`config.mk`:
```
export PLATFORM = sky130hd
export DESIGN_NAME = cmp_math_top
export DESIGN_NICKNAME = d
export VERILOG_FILES = /design/src/core/cmp_pkg.sv /design/src/core/cmp_fifo.sv /design/src/core/cmp_math_top.sv
export VERILOG_INCLUDE_DIRS = /design/src /design/src/core
export SDC_FILE = /design/constraint.sdc
export NUM_CORES = 2
export LEC_CHECK = 0
export BUFFER_PORTS_ARGS = -buffer_cell sky130_fd_sc_hd__buf_2
export CAP_MARGIN = 10
export CORE_UTILIZATION = 46
export DETAILED_ROUTE_END_ITERATION = 8
export SLEW_MARGIN = 20
export SYNTH_ARGS = -nofsm -noshare
export SYNTH_HDL_FRONTEND = slang
export SYNTH_SLANG_ARGS = --single-unit
```
`constraint.sdc`:
```
create_clock -name core_clk -period 35.6 [get_ports core_clk]
set_clock_uncertainty 0.1 [all_clocks]
set_input_delay 0 -clock core_clk [delete_from_list [all_inputs] [get_ports core_clk]]
set_output_delay 0 -clock core_clk [all_outputs]
set_load 0.005 [all_outputs]
```
`src/core/cmp_defs.svh`:
```
// Register offsets, field positions, reset values and arithmetic constants of the math block
`ifndef CMP_DEFS_SVH
`define CMP_DEFS_SVH

// Register byte offsets, one aligned 32-bit word each
`define CMP_REG_CTRL      8'h00
`define CMP_REG_SAMPLE    8'h04
`define CMP_REG_GAIN      8'h08
`define CMP_REG_ROT_D     8'h0c
`define CMP_REG_ROT_Q     8'h10
`define CMP_REG_THETA     8'h14
`define CMP_REG_PH_U      8'h18
`define CMP_REG_PH_V      8'h1c
`define CMP_REG_PH_W      8'h20
`define CMP_REG_CL_IN     8'h24
`define CMP_REG_CL_UP     8'h28
`define CMP_REG_CL_LO     8'h2c
`define CMP_REG_HP_OUT    8'h30
`define CMP_REG_ROT_OUT   8'h34
`define CMP_REG_CLK_OUT   8'h38
`define CMP_REG_CL_OUT    8'h3c
`define CMP_REG_STATUS    8'h40

// Field positions
`define CMP_CTRL_EN_BIT   0
`define CMP_STAT_BUSY_BIT 0
`define CMP_CL_UPPER_SATURATION_FLAG_BIT   16
`define CMP_CL_LOWER_SATURATION_FLAG_BIT   17

// Reset values
`define CMP_RST_W16       16'h0000
`define CMP_RST_W32       32'h0000_0000

// Arithmetic constants
`define CMP_HP_SHIFT      3
`define CMP_CLARK_GAIN    17'sh0093d
`define CMP_CLARK_SHIFT   11
`define CMP_ROT_ITERS     14
`define CMP_THETA_SHIFT   4
`define CMP_HALF_TURN     16'h8000

// Sample FIFO shape
`define CMP_FIFO_WIDTH    16
`define CMP_FIFO_DEPTH    8

`endif

```
`src/core/cmp_pkg.sv`:
```
// Types shared by the control math block
package cmp_pkg;

    // Sample step sequencer states
    typedef enum logic [1:0] {
        CMP_IDLE,
        CMP_LOAD,
        CMP_ROTATE,
        CMP_COMMIT
    } cmp_state_t;

endpackage

```
`src/core/cmp_fifo.sv`:
```
// Parameterised valid/ready FIFO for incoming filter samples
`timescale 1ns/1ps
module cmp_fifo #(
    parameter int WIDTH = 16,
    parameter int DEPTH = 8
) (
    input  wire logic                      core_clk,
    input  wire logic                      rst_n,
    input  wire logic                      inValid,
    output logic                           inReady,
    input  wire logic [WIDTH-1:0]          inData,
    output logic                           outValid,
    input  wire logic                      outReady,
    output logic [WIDTH-1:0]               outData,
    output logic [$clog2(DEPTH+1)-1:0]     count
);
    localparam int AW = $clog2(DEPTH);
    localparam int CW = $clog2(DEPTH+1);

    logic [WIDTH-1:0] mem [DEPTH];         // Storage words
    logic [AW-1:0]    wrPtr_q;             // Next slot to fill
    logic [AW-1:0]    rdPtr_q;             // Next slot to drain
    logic [CW-1:0]    count_q;             // Words held
    logic             push;                // Accepted write
    logic             pop;                 // Accepted read

    assign push     = inValid && inReady;
    assign pop      = outValid && outReady;
    assign inReady  = (count_q != CW'(DEPTH));
    assign outValid = (count_q != '0);
    assign outData  = mem[rdPtr_q];
    assign count    = count_q;

    // Storage write, no reset needed on data
    always_ff @(posedge core_clk) begin
        if (push) begin
            mem[wrPtr_q] <= inData;
        end
    end

    // Pointers wrap explicitly so depth need not be a power of two
    always_ff @(posedge core_clk) begin
        if (!rst_n) begin
            wrPtr_q <= '0;
            rdPtr_q <= '0;
        end else begin
            if (push) begin
                wrPtr_q <= (wrPtr_q == AW'(DEPTH-1)) ? '0 : wrPtr_q + 1'b1;
            end
            if (pop) begin
                rdPtr_q <= (rdPtr_q == AW'(DEPTH-1)) ? '0 : rdPtr_q + 1'b1;
            end
        end
    end

    // Occupancy tracks push and pop together
    always_ff @(posedge core_clk) begin
        if (!rst_n) begin
            count_q <= '0;
        end else if (push && !pop) begin
            count_q <= count_q + 1'b1;
        end else if (pop && !push) begin
            count_q <= count_q - 1'b1;
        end
    end

endmodule

```
`src/core/cmp_math_top.sv`:
```
// Control math primitives: high-pass, vector rotator, inverse 3-to-2 phase, clamp, APB slave
//
// Overview of operation
// - High-pass: saturate input minus previous output
// - Multiply by cutoff gain, shift left three
// - Enabled: saturating integrate; disabled: clear integrator
// - Output is input minus integrator upper half
// - Enable low forces high-pass output zero
// - Rotator rotates input pair, gain 1.64676
// - Angle 4096 counts equals one full turn
// - Inputs d/q, outputs alpha/beta
// - Transform first output equals first phase
// - Second: (V-W)*2365 >>11, bits 12:1
// - Clamp passes input, else reached threshold
// - Saturation flags mark output equal threshold
// - Upper below lower: lower out, lower flag
// - Equal thresholds: lower out, both flags
//
// Local design decisions: the APB slave port and the placing of the registers.
`timescale 1ns/1ps
`include "cmp_defs.svh"
module cmp_math_top
    import cmp_pkg::*;
(
    input  wire logic        core_clk,
    input  wire logic        rst_n,
    input  wire logic        psel,
    input  wire logic        penable,
    input  wire logic        pwrite,
    input  wire logic [7:0]  paddr,
    input  wire logic [31:0] pwdata,
    output logic      [31:0] prdata,
    output logic             pready,
    output logic             pslverr,
    output logic      [15:0] hpOut,
    output logic      [15:0] alphaOut,
    output logic      [15:0] betaOut,
    output logic      [15:0] phaseAOut,
    output logic      [15:0] phaseBOut,
    output logic      [15:0] clampOut,
    output logic             upper_saturation_flag,
    output logic             lower_saturation_flag,
    output logic             stepDone
);

    // Software-written operands
    logic               hpEnable_q;        // High-pass enable
    logic        [15:0] cutoff_gain_q;     // Unsigned cutoff gain
    logic signed [15:0] rotD_q;            // Direct-axis input
    logic signed [15:0] rotQ_q;            // Quadrature-axis input
    logic        [15:0] theta_q;           // Angle, 4096 per turn
    logic signed [15:0] phU_q;             // Phase inputs
    logic signed [15:0] phV_q;
    logic signed [15:0] phW_q;
    logic signed [15:0] clIn_q;            // Clamp input
    logic signed [15:0] clUp_q;            // Upper threshold
    logic signed [15:0] clLo_q;            // Lower threshold

    // Recursive state and results
    logic signed [31:0] integ_q;           // High-pass integrator
    logic signed [15:0] hpOut_q;           // Previous high-pass output
    logic signed [15:0] alpha_q;
    logic signed [15:0] beta_q;
    logic signed [15:0] phA_q;
    logic signed [15:0] phB_q;
    logic signed [15:0] clOut_q;
    logic               upper_saturation_flag_q;
    logic               lower_saturation_flag_q;
    logic               stepDone_q;
    logic        [15:0] stepCount_q;       // Completed steps

    // Bus slave state
    logic        [31:0] prdata_q;
    logic               pready_q;
    logic               pslverr_q;

    // Sequencer and rotator datapath
    cmp_state_t         state_q;
    logic        [3:0]  iter_q;            // Rotation iteration index
    logic signed [17:0] rx_q;              // Rotator x accumulator
    logic signed [17:0] ry_q;              // Rotator y accumulator
    logic signed [15:0] rz_q;              // Residual angle, 65536 per turn
    logic signed [15:0] sample_q;          // Sample being processed

    // FIFO wiring
    logic               fifoInValid;
    logic               fifoInReady;
    logic        [15:0] fifoOutData;
    logic               fifoOutValid;
    logic               fifoOutReady;
    logic        [3:0]  fifoCount;

    // Bus decode
    logic               accessPhase;
    logic               commit;
    logic               sampleWrite;
    logic               addrMapped;

    assign accessPhase = psel && penable;
    assign commit      = accessPhase && pready_q;
    assign sampleWrite = pwrite && (paddr == `CMP_REG_SAMPLE);

    // Writes to the sample port are committed only once the FIFO has room
    assign fifoInValid  = commit && sampleWrite && !pslverr_q;
    assign fifoOutReady = (state_q == CMP_IDLE);

    cmp_fifo #(
        .WIDTH (`CMP_FIFO_WIDTH),
        .DEPTH (`CMP_FIFO_DEPTH)
    ) u_fifo (
        .core_clk (core_clk),
        .rst_n    (rst_n),
        .inValid  (fifoInValid),
        .inReady  (fifoInReady),
        .inData   (pwdata[15:0]),
        .outValid (fifoOutValid),
        .outReady (fifoOutReady),
        .outData  (fifoOutData),
        .count    (fifoCount)
    );

    // Address map check
    always_comb begin
        case (paddr)
            `CMP_REG_CTRL, `CMP_REG_SAMPLE, `CMP_REG_GAIN, `CMP_REG_ROT_D,
            `CMP_REG_ROT_Q, `CMP_REG_THETA, `CMP_REG_PH_U, `CMP_REG_PH_V,
            `CMP_REG_PH_W, `CMP_REG_CL_IN, `CMP_REG_CL_UP, `CMP_REG_CL_LO,
            `CMP_REG_HP_OUT, `CMP_REG_ROT_OUT, `CMP_REG_CLK_OUT,
            `CMP_REG_CL_OUT, `CMP_REG_STATUS: addrMapped = 1'b1;
            default:                          addrMapped = 1'b0;
        endcase
    end

    // Read mux, sampled into prdata when the answer is raised
    logic [31:0] readValue;
    always_comb begin
        readValue = `CMP_RST_W32;
        case (paddr)
            `CMP_REG_CTRL:    readValue = {31'h0, hpEnable_q};
            `CMP_REG_GAIN:    readValue = {16'h0, cutoff_gain_q};
            `CMP_REG_ROT_D:   readValue = {16'h0, rotD_q};
            `CMP_REG_ROT_Q:   readValue = {16'h0, rotQ_q};
            `CMP_REG_THETA:   readValue = {16'h0, theta_q};
            `CMP_REG_PH_U:    readValue = {16'h0, phU_q};
            `CMP_REG_PH_V:    readValue = {16'h0, phV_q};
            `CMP_REG_PH_W:    readValue = {16'h0, phW_q};
            `CMP_REG_CL_IN:   readValue = {16'h0, clIn_q};
            `CMP_REG_CL_UP:   readValue = {16'h0, clUp_q};
            `CMP_REG_CL_LO:   readValue = {16'h0, clLo_q};
            `CMP_REG_HP_OUT:  readValue = {16'h0, hpOut_q};
            `CMP_REG_ROT_OUT: readValue = {beta_q, alpha_q};
            `CMP_REG_CLK_OUT: readValue = {phB_q, phA_q};
            `CMP_REG_CL_OUT:  readValue = {14'h0, lower_saturation_flag_q, upper_saturation_flag_q, clOut_q};
            `CMP_REG_STATUS:  readValue = {stepCount_q, 11'h0, fifoCount,
                                           (state_q != CMP_IDLE)};
            default:          readValue = `CMP_RST_W32;
        endcase
    end

    // Answer after one wait cycle; a sample write to a full FIFO waits for space,
    // which is how back-pressure reaches the bus master
    always_ff @(posedge core_clk) begin
        if (!rst_n) begin
            pready_q  <= 1'b0;
            pslverr_q <= 1'b0;
            prdata_q  <= `CMP_RST_W32;
        end else if (commit) begin
            pready_q  <= 1'b0;
            pslverr_q <= 1'b0;
        end else if (accessPhase && (!sampleWrite || fifoInReady)) begin
            pready_q  <= 1'b1;
            pslverr_q <= !addrMapped;
            prdata_q  <= pwrite ? `CMP_RST_W32 : readValue;
        end
    end

    // Operand registers take effect at the committing edge
    always_ff @(posedge core_clk) begin
        if (!rst_n) begin
            hpEnable_q    <= 1'b0;
            cutoff_gain_q <= `CMP_RST_W16;
            rotD_q        <= `CMP_RST_W16;
            rotQ_q        <= `CMP_RST_W16;
            theta_q       <= `CMP_RST_W16;
            phU_q         <= `CMP_RST_W16;
            phV_q         <= `CMP_RST_W16;
            phW_q         <= `CMP_RST_W16;
            clIn_q        <= `CMP_RST_W16;
            clUp_q        <= `CMP_RST_W16;
            clLo_q        <= `CMP_RST_W16;
        end else if (commit && pwrite) begin
            case (paddr)
                `CMP_REG_CTRL:  hpEnable_q    <= pwdata[`CMP_CTRL_EN_BIT];
                `CMP_REG_GAIN:  cutoff_gain_q <= pwdata[15:0];
                `CMP_REG_ROT_D: rotD_q        <= pwdata[15:0];
                `CMP_REG_ROT_Q: rotQ_q        <= pwdata[15:0];
                `CMP_REG_THETA: theta_q       <= pwdata[15:0];
                `CMP_REG_PH_U:  phU_q         <= pwdata[15:0];
                `CMP_REG_PH_V:  phV_q         <= pwdata[15:0];
                `CMP_REG_PH_W:  phW_q         <= pwdata[15:0];
                `CMP_REG_CL_IN: clIn_q        <= pwdata[15:0];
                `CMP_REG_CL_UP: clUp_q        <= pwdata[15:0];
                `CMP_REG_CL_LO: clLo_q        <= pwdata[15:0];
                default:        ;
            endcase
        end
    end

    // Saturate a 17-bit signed value to 16 bits
    function automatic logic signed [15:0] sat16(input logic signed [16:0] v);
        if (v > 17'sh07fff) begin
            sat16 = 16'sh7fff;
        end else if (v < -17'sh08000) begin
            sat16 = 16'sh8000;
        end else begin
            sat16 = v[15:0];
        end
    endfunction

    // Arc tangent of 2^-i in units of 1/65536 turn
    function automatic logic signed [15:0] atanStep(input logic [3:0] i);
        case (i)
            4'h0:    atanStep = 16'sh2000;
            4'h1:    atanStep = 16'sh12e4;
            4'h2:    atanStep = 16'sh09fb;
            4'h3:    atanStep = 16'sh0511;
            4'h4:    atanStep = 16'sh028b;
            4'h5:    atanStep = 16'sh0146;
            4'h6:    atanStep = 16'sh00a3;
            4'h7:    atanStep = 16'sh0051;
            4'h8:    atanStep = 16'sh0029;
            4'h9:    atanStep = 16'sh0014;
            4'ha:    atanStep = 16'sh000a;
            4'hb:    atanStep = 16'sh0005;
            4'hc:    atanStep = 16'sh0003;
            default: atanStep = 16'sh0001;
        endcase
    endfunction

    // High-pass arithmetic for the sample in hand
    logic signed [15:0] hpDiff;
    logic signed [32:0] hpProd;
    logic signed [31:0] hpShifted;
    logic signed [32:0] hpSum;
    logic signed [31:0] hpInteg;
    logic signed [15:0] hpNext;
    always_comb begin
        hpDiff    = sat16(17'(sample_q) - 17'(hpOut_q));
        hpProd    = $signed(33'(hpDiff)) * $signed({17'h0, cutoff_gain_q});
        hpShifted = {hpProd[28:0], 3'h0};
        hpSum     = 33'(integ_q) + 33'(hpShifted);
        if (hpSum > 33'sh0_7fff_ffff) begin
            hpInteg = 32'sh7fff_ffff;
        end else if (hpSum < -33'sh0_8000_0000) begin
            hpInteg = 32'sh8000_0000;
        end else begin
            hpInteg = hpSum[31:0];
        end
        hpNext = sat16(17'(sample_q) - 17'($signed(hpInteg[31:16])));
    end

    // Inverse 3-to-2 phase arithmetic
    logic signed [16:0] clkDiff;
    logic signed [33:0] clkProd;
    logic signed [33:0] clkShift;
    always_comb begin
        clkDiff  = 17'(phV_q) - 17'(phW_q);
        clkProd  = 34'(clkDiff) * 34'(`CMP_CLARK_GAIN);
        clkShift = clkProd >>> `CMP_CLARK_SHIFT;
    end

    // Clamp with degenerate threshold handling
    logic signed [15:0] clNext;
    logic               satPNext;
    logic               satMNext;
    always_comb begin
        if (clUp_q <= clLo_q) begin
            clNext   = clLo_q;
            satPNext = (clUp_q == clLo_q);
            satMNext = 1'b1;
        end else begin
            clNext = clIn_q;
            if (clIn_q >= clUp_q) begin
                clNext = clUp_q;
            end
            if (clIn_q <= clLo_q) begin
                clNext = clLo_q;
            end
            satPNext = (clNext == clUp_q);
            satMNext = (clNext == clLo_q);
        end
    end

    // Rotator stage: angle scaled to 65536 per turn so the residual wraps naturally
    logic signed [15:0] zStart;
    logic               flipHalf;
    assign zStart   = theta_q << `CMP_THETA_SHIFT;
    assign flipHalf = (zStart[15] != zStart[14]);

    // Step sequencer: one FIFO sample starts one step
    always_ff @(posedge core_clk) begin
        if (!rst_n) begin
            state_q  <= CMP_IDLE;
            iter_q   <= 4'h0;
            sample_q <= `CMP_RST_W16;
        end else begin
            case (state_q)
                CMP_IDLE: begin
                    if (fifoOutValid) begin
                        sample_q <= fifoOutData;
                        state_q  <= CMP_LOAD;
                    end
                end
                CMP_LOAD: begin
                    iter_q  <= 4'h0;
                    state_q <= CMP_ROTATE;
                end
                CMP_ROTATE: begin
                    iter_q <= iter_q + 4'h1;
                    if (iter_q == 4'(`CMP_ROT_ITERS - 1)) begin
                        state_q <= CMP_COMMIT;
                    end
                end
                CMP_COMMIT: state_q <= CMP_IDLE;
                default:    state_q <= CMP_IDLE;
            endcase
        end
    end

    // Shift-add rotation; its inherent gain of 1.64676 is the required scaling
    always_ff @(posedge core_clk) begin
        if (!rst_n) begin
            rx_q <= 18'sh0;
            ry_q <= 18'sh0;
            rz_q <= `CMP_RST_W16;
        end else if (state_q == CMP_LOAD) begin
            // Half-turn pre-rotation keeps the residual inside convergence
            rx_q <= flipHalf ? -18'(rotD_q) : 18'(rotD_q);
            ry_q <= flipHalf ? -18'(rotQ_q) : 18'(rotQ_q);
            rz_q <= flipHalf ? zStart - `CMP_HALF_TURN : zStart;
        end else if (state_q == CMP_ROTATE) begin
            if (rz_q >= 0) begin
                rx_q <= rx_q - (ry_q >>> iter_q);
                ry_q <= ry_q + (rx_q >>> iter_q);
                rz_q <= rz_q - atanStep(iter_q);
            end else begin
                rx_q <= rx_q + (ry_q >>> iter_q);
                ry_q <= ry_q - (rx_q >>> iter_q);
                rz_q <= rz_q + atanStep(iter_q);
            end
        end
    end

    // High-pass state; a low enable clears output and integrator at once
    always_ff @(posedge core_clk) begin
        if (!rst_n) begin
            integ_q <= `CMP_RST_W32;
            hpOut_q <= `CMP_RST_W16;
        end else if (!hpEnable_q) begin
            integ_q <= `CMP_RST_W32;
            hpOut_q <= `CMP_RST_W16;
        end else if (state_q == CMP_COMMIT) begin
            integ_q <= hpInteg;
            hpOut_q <= hpNext;
        end
    end

    // All other stage results update together at the end of the step
    always_ff @(posedge core_clk) begin
        if (!rst_n) begin
            alpha_q <= `CMP_RST_W16;
            beta_q  <= `CMP_RST_W16;
            phA_q   <= `CMP_RST_W16;
            phB_q   <= `CMP_RST_W16;
            clOut_q <= `CMP_RST_W16;
            upper_saturation_flag_q  <= 1'b0;
            lower_saturation_flag_q  <= 1'b0;
        end else if (state_q == CMP_COMMIT) begin
            alpha_q <= rx_q[15:0];
            beta_q  <= ry_q[15:0];
            phA_q   <= phU_q;
            phB_q   <= {{4{clkShift[12]}}, clkShift[12:1]};
            clOut_q <= clNext;
            upper_saturation_flag_q  <= satPNext;
            lower_saturation_flag_q  <= satMNext;
        end
    end

    // Step completion pulse and counter
    always_ff @(posedge core_clk) begin
        if (!rst_n) begin
            stepDone_q  <= 1'b0;
            stepCount_q <= `CMP_RST_W16;
        end else begin
            stepDone_q <= (state_q == CMP_COMMIT);
            if (state_q == CMP_COMMIT) begin
                stepCount_q <= stepCount_q + 16'h0001;
            end
        end
    end

    // Every output straight from a flip-flop
    assign prdata                = prdata_q;
    assign pready                = pready_q;
    assign pslverr               = pslverr_q;
    assign hpOut                 = hpOut_q;
    assign alphaOut              = alpha_q;
    assign betaOut               = beta_q;
    assign phaseAOut             = phA_q;
    assign phaseBOut             = phB_q;
    assign clampOut              = clOut_q;
    assign upper_saturation_flag = upper_saturation_flag_q;
    assign lower_saturation_flag = lower_saturation_flag_q;
    assign stepDone              = stepDone_q;

endmodule

```
==> summary.log <==
qor: grt.vias_in_the_first_global_route 36,800
qor: synth.ffs_latches_synth 561
qor: synth.netlist-cell-type-count 91
qor: setup_path.critical-path-slowest-cell sky130_fd_sc_hd__dfxtp_1
qor: route.dr_wl_met2 65,100 µm
qor: setup_path.critical_path_arrival 15,630 ps
qor: clocking.clock_sinks 561
qor: power.leakage_power 21.3 nW
qor: min_path.holdPathStages 6
qor: route.drt-pass1-iter-count 8
qor: route.drcViolationCount 0
qor: layout.flow.area_growth_from_synthesis 10.4%
qor: clocking.cts_tree built
qor: sta.finalWorstPathRequiredPeriod 15,200 ps
qor: clocking.cts_root_buf sky130_fd_sc_hd__clkbuf_16
qor: sta.layout_setup_ws 20,400 ps
qor: sta.timing_worst_slew_pin_value 1250 ps
qor: clocking.clk_pin_slew_worst_paths 60 ps
qor: synth.synth_async_sr_flop_share 0%
qor: grt.grt_start_max_net_pins 144
qor: synth.mappedNetlistArea 45,300 µm²
qor: synth.seq_area_frac_synth 27.6%
qor: floorplan.dieArea 99,700 µm²
qor: place.globalplace.congestion 0.968
qor: setup_path.path_max_fanout 30
qor: layout.post_route_cells_drive_above_1_share 9.24%
qor: synth.gate_count_after_technology_mapping 5,148
qor: clocking.cts_setup_buffers 0
qor: place.port_buffers 161
qor: setup_path.endpoint_kind flop
qor: setup_path.critPathMostFrequentCell sky130_fd_sc_hd__fa_1
qor: min_path.hold_path.class input port to flop
qor: clocking.cts.hold.buffers_added 27
qor: layout.fillCellCount 9,226
qor: clocking.cts_buffers 67
qor: route.m1WireLength 64,200 µm
qor: place.dpl.hpwl 109,000 µm
qor: synth.number_of_flops_mapped_to_enable_cells_by_yosys 128
qor: setup_path.setup.worst_path.start_class flop
qor: route.dr_wl_met3 13,100 µm
qor: layout.layout.cells.most_common sky130_fd_sc_hd__nand2_1
qor: floorplan.initial_util 46.6%
qor: layout.multiInputGateArea 29,800 µm²
qor: sta.worst_slew_margin_rel 16.8%
qor: sta.totalNegativeSetupSlack 0 ps
qor: grt.grt_util_all_layers 29.5%
qor: floorplan.die_h 316 µm
qor: route.route.vias.total 38,600
qor: route.highest_layer met5
qor: synth.yosysWarningCount 0
qor: clocking.htree_num_levels 3
qor: setup_path.ff2ff_path_depth 54
qor: floorplan.design.portCount 178
qor: synth.postSynthAreaPerCell 8.80 µm²
qor: layout.mostFrequentLayoutCells sky130_fd_sc_hd__nand2_1 (689), sky130_fd_sc_hd__inv_1 (518), sky130_fd_sc_hd__dfxtp_1 (431), sky130_fd_sc_hd__a21oi_1 (404), sky130_fd_sc_hd__ha_1 (372)
qor: sta.final_clock_period_utilization_by_the_worst_path 42.7%
qor: sta.finalMaxSlewViolations 0
qor: route.ant_nets 0
qor: job.maxCapViolCount 0
qor: clocking.postCtsResizedCells 0
qor: place.detailedPlace.worstSlack 20,560 ps
qor: floorplan.rows 114
qor: route.drt_iter0_drc 3,556
qor: synth.postSynth.topFlopCell sky130_fd_sc_hd__dfxtp_1
qor: power.post-layout-total-power 3.63 mW
qor: sta.final_hold_viol_count 0
qor: route.drt-vias-per-instance 5.90
qor: layout.sequential_cell_area 12,500 µm²
qor: power.pwr_density_cell 72.6 nW/µm²
qor: route.postRouteWirelength 148,000 µm
qor: floorplan.die_w 316 µm
qor: grt.antenna_found_initial 7
qor: setup_path.setup.worst_path.class flop to flop
qor: power.vdd_drop_max 0.000119 V
qor: grt.grt_overflow_total 0
qor: clocking.cts-root-to-sink-buffers 3
qor: layout.finalNetCount 5,901
qor: synth.synth.net_count 5,838
qor: setup_path.critical_path_required 36,020 ps
qor: run_status.run_status finished clean
qor: floorplan.floorplan.core_area 97,100 µm²
qor: setup_path.critical-path-max-stage-delay 660 ps
qor: route.detail_route.wl_per_cell 22.6 µm
qor: sta.grt_setup_unrepaired no
qor: clocking.insertion_delay 640 ps
qor: sta.setup-violations-final 0
qor: sta.clock.fmax 0.0658 GHz
qor: grt.grt_pass1_wl 225,000 µm
==> registers in the layout (all words and copies together) (netlist names), 18 cells and up, named ones only <==
register    cells
u_fifo.mem    128
prdata         32
integ_q        29
rx_q           18
ry_q           18
==> synth_stat cells, types with 46 or more instances <==
master                       n  area [µm²]
sky130_fd_sc_hd__nand4_1    55         344
sky130_fd_sc_hd__edfxtp_1  128        3840
sky130_fd_sc_hd__a211oi_1   46         345
sky130_fd_sc_hd__o21ai_0   182         911
sky130_fd_sc_hd__clkbuf_1  222         833
sky130_fd_sc_hd__inv_1     518        1940
sky130_fd_sc_hd__a21o_1     55         413
sky130_fd_sc_hd__and2_1    102         638
sky130_fd_sc_hd__nand3_1    48         240
sky130_fd_sc_hd__dfxtp_1   433        8670
sky130_fd_sc_hd__mux4_2     48        1080
sky130_fd_sc_hd__nand2_1   689        2590
sky130_fd_sc_hd__ha_1      375        4690
sky130_fd_sc_hd__a21oi_1   407        2040
sky130_fd_sc_hd__a222oi_1   48         480
sky130_fd_sc_hd__nor2_1    369        1390
sky130_fd_sc_hd__xor2_1    104         911
sky130_fd_sc_hd__nor3_1     54         270
sky130_fd_sc_hd__fa_1      270        5410
sky130_fd_sc_hd__a221oi_1   47         412
sky130_fd_sc_hd__mux2i_1   139        1390
sky130_fd_sc_hd__o211ai_1   51         383
sky130_fd_sc_hd__xnor2_1   148        1300
sky130_fd_sc_hd__nor2b_1    47         294
==> kinds of logic (layout without fill, tap and decap cells) <==
family	after synthesis	count (layout)	share of synthesized area, %
buf+inv	802	914	6.82
other cells	0	3	0
simple gates	1550	1550	15.5
compound gates	1106	1106	15.7
xor+xnor	253	253	4.92
fa+ha+maj	647	647	22.3
flops	561	561	27.6
mux	229	229	7.07
==> final cells by class <==
type                    instances  area share (%)
flip-flops and latches        561            25.0
multi-input cells            3785            59.7
clock inverters                29           0.961
inverters                     522            3.93
well taps                    1276            3.19
repair buffers                274            3.46
diodes                          3          0.0150
clock buffers                  89            3.72
==> path summary, 6_finish.rpt <==
kind,endpoint,from,slack (ps)
max,hpOut[8],hpOut[6],20400
min,hpEnable_q,paddr[2],70
max reg2reg,hpOut[8],hpOut[6],20400
min reg2reg,theta_q[13],theta_q[13],360
==> power by group <==
| part | leakage [nW] | switching [mW] | internal, mW |
|---|---|---|---|
| Combinational | 15.5 | 1.33 | 0.809 |
| Sequential | 4.65 | 0.0661 | 0.692 |
| Clock | 1.14 | 0.300 | 0.432 |
==> critical path: cells and delay by family (launching register included) <==
kind | cells | cell delay [ps]
AOI/OAI and AO/OA | 21 | 5250
DFF | 1 | 660
adders and majority gates | 11 | 4680
and+or+nand+nor | 11 | 2580
muxes | 1 | 360
xor gates and xnor gates | 1 | 180
buffers and inverters | 9 | 1240
==> metrics by stage <==
step	area (µm²)	hold WS [ps]	util (%)	std cells
final	50000	74.4	51.5	6539
after global routing	50000	87.9	51.5	6538
after CTS	50000	4.16	51.5	6536
after detailed placement	47400	280	48.8	6391
after global placement	47400	282	48.8	6390
after floorplan	45300	-1.13	-	5148
==> per-layer routing <==
layer,track usage [%],vias up
met1,41.1,18900
met4,10.6,6
met2,45.4,1445
met3,5.86,278
met5,0,-
li1,-,17900
Note: power is estimated with default switching activity, not from simulation.
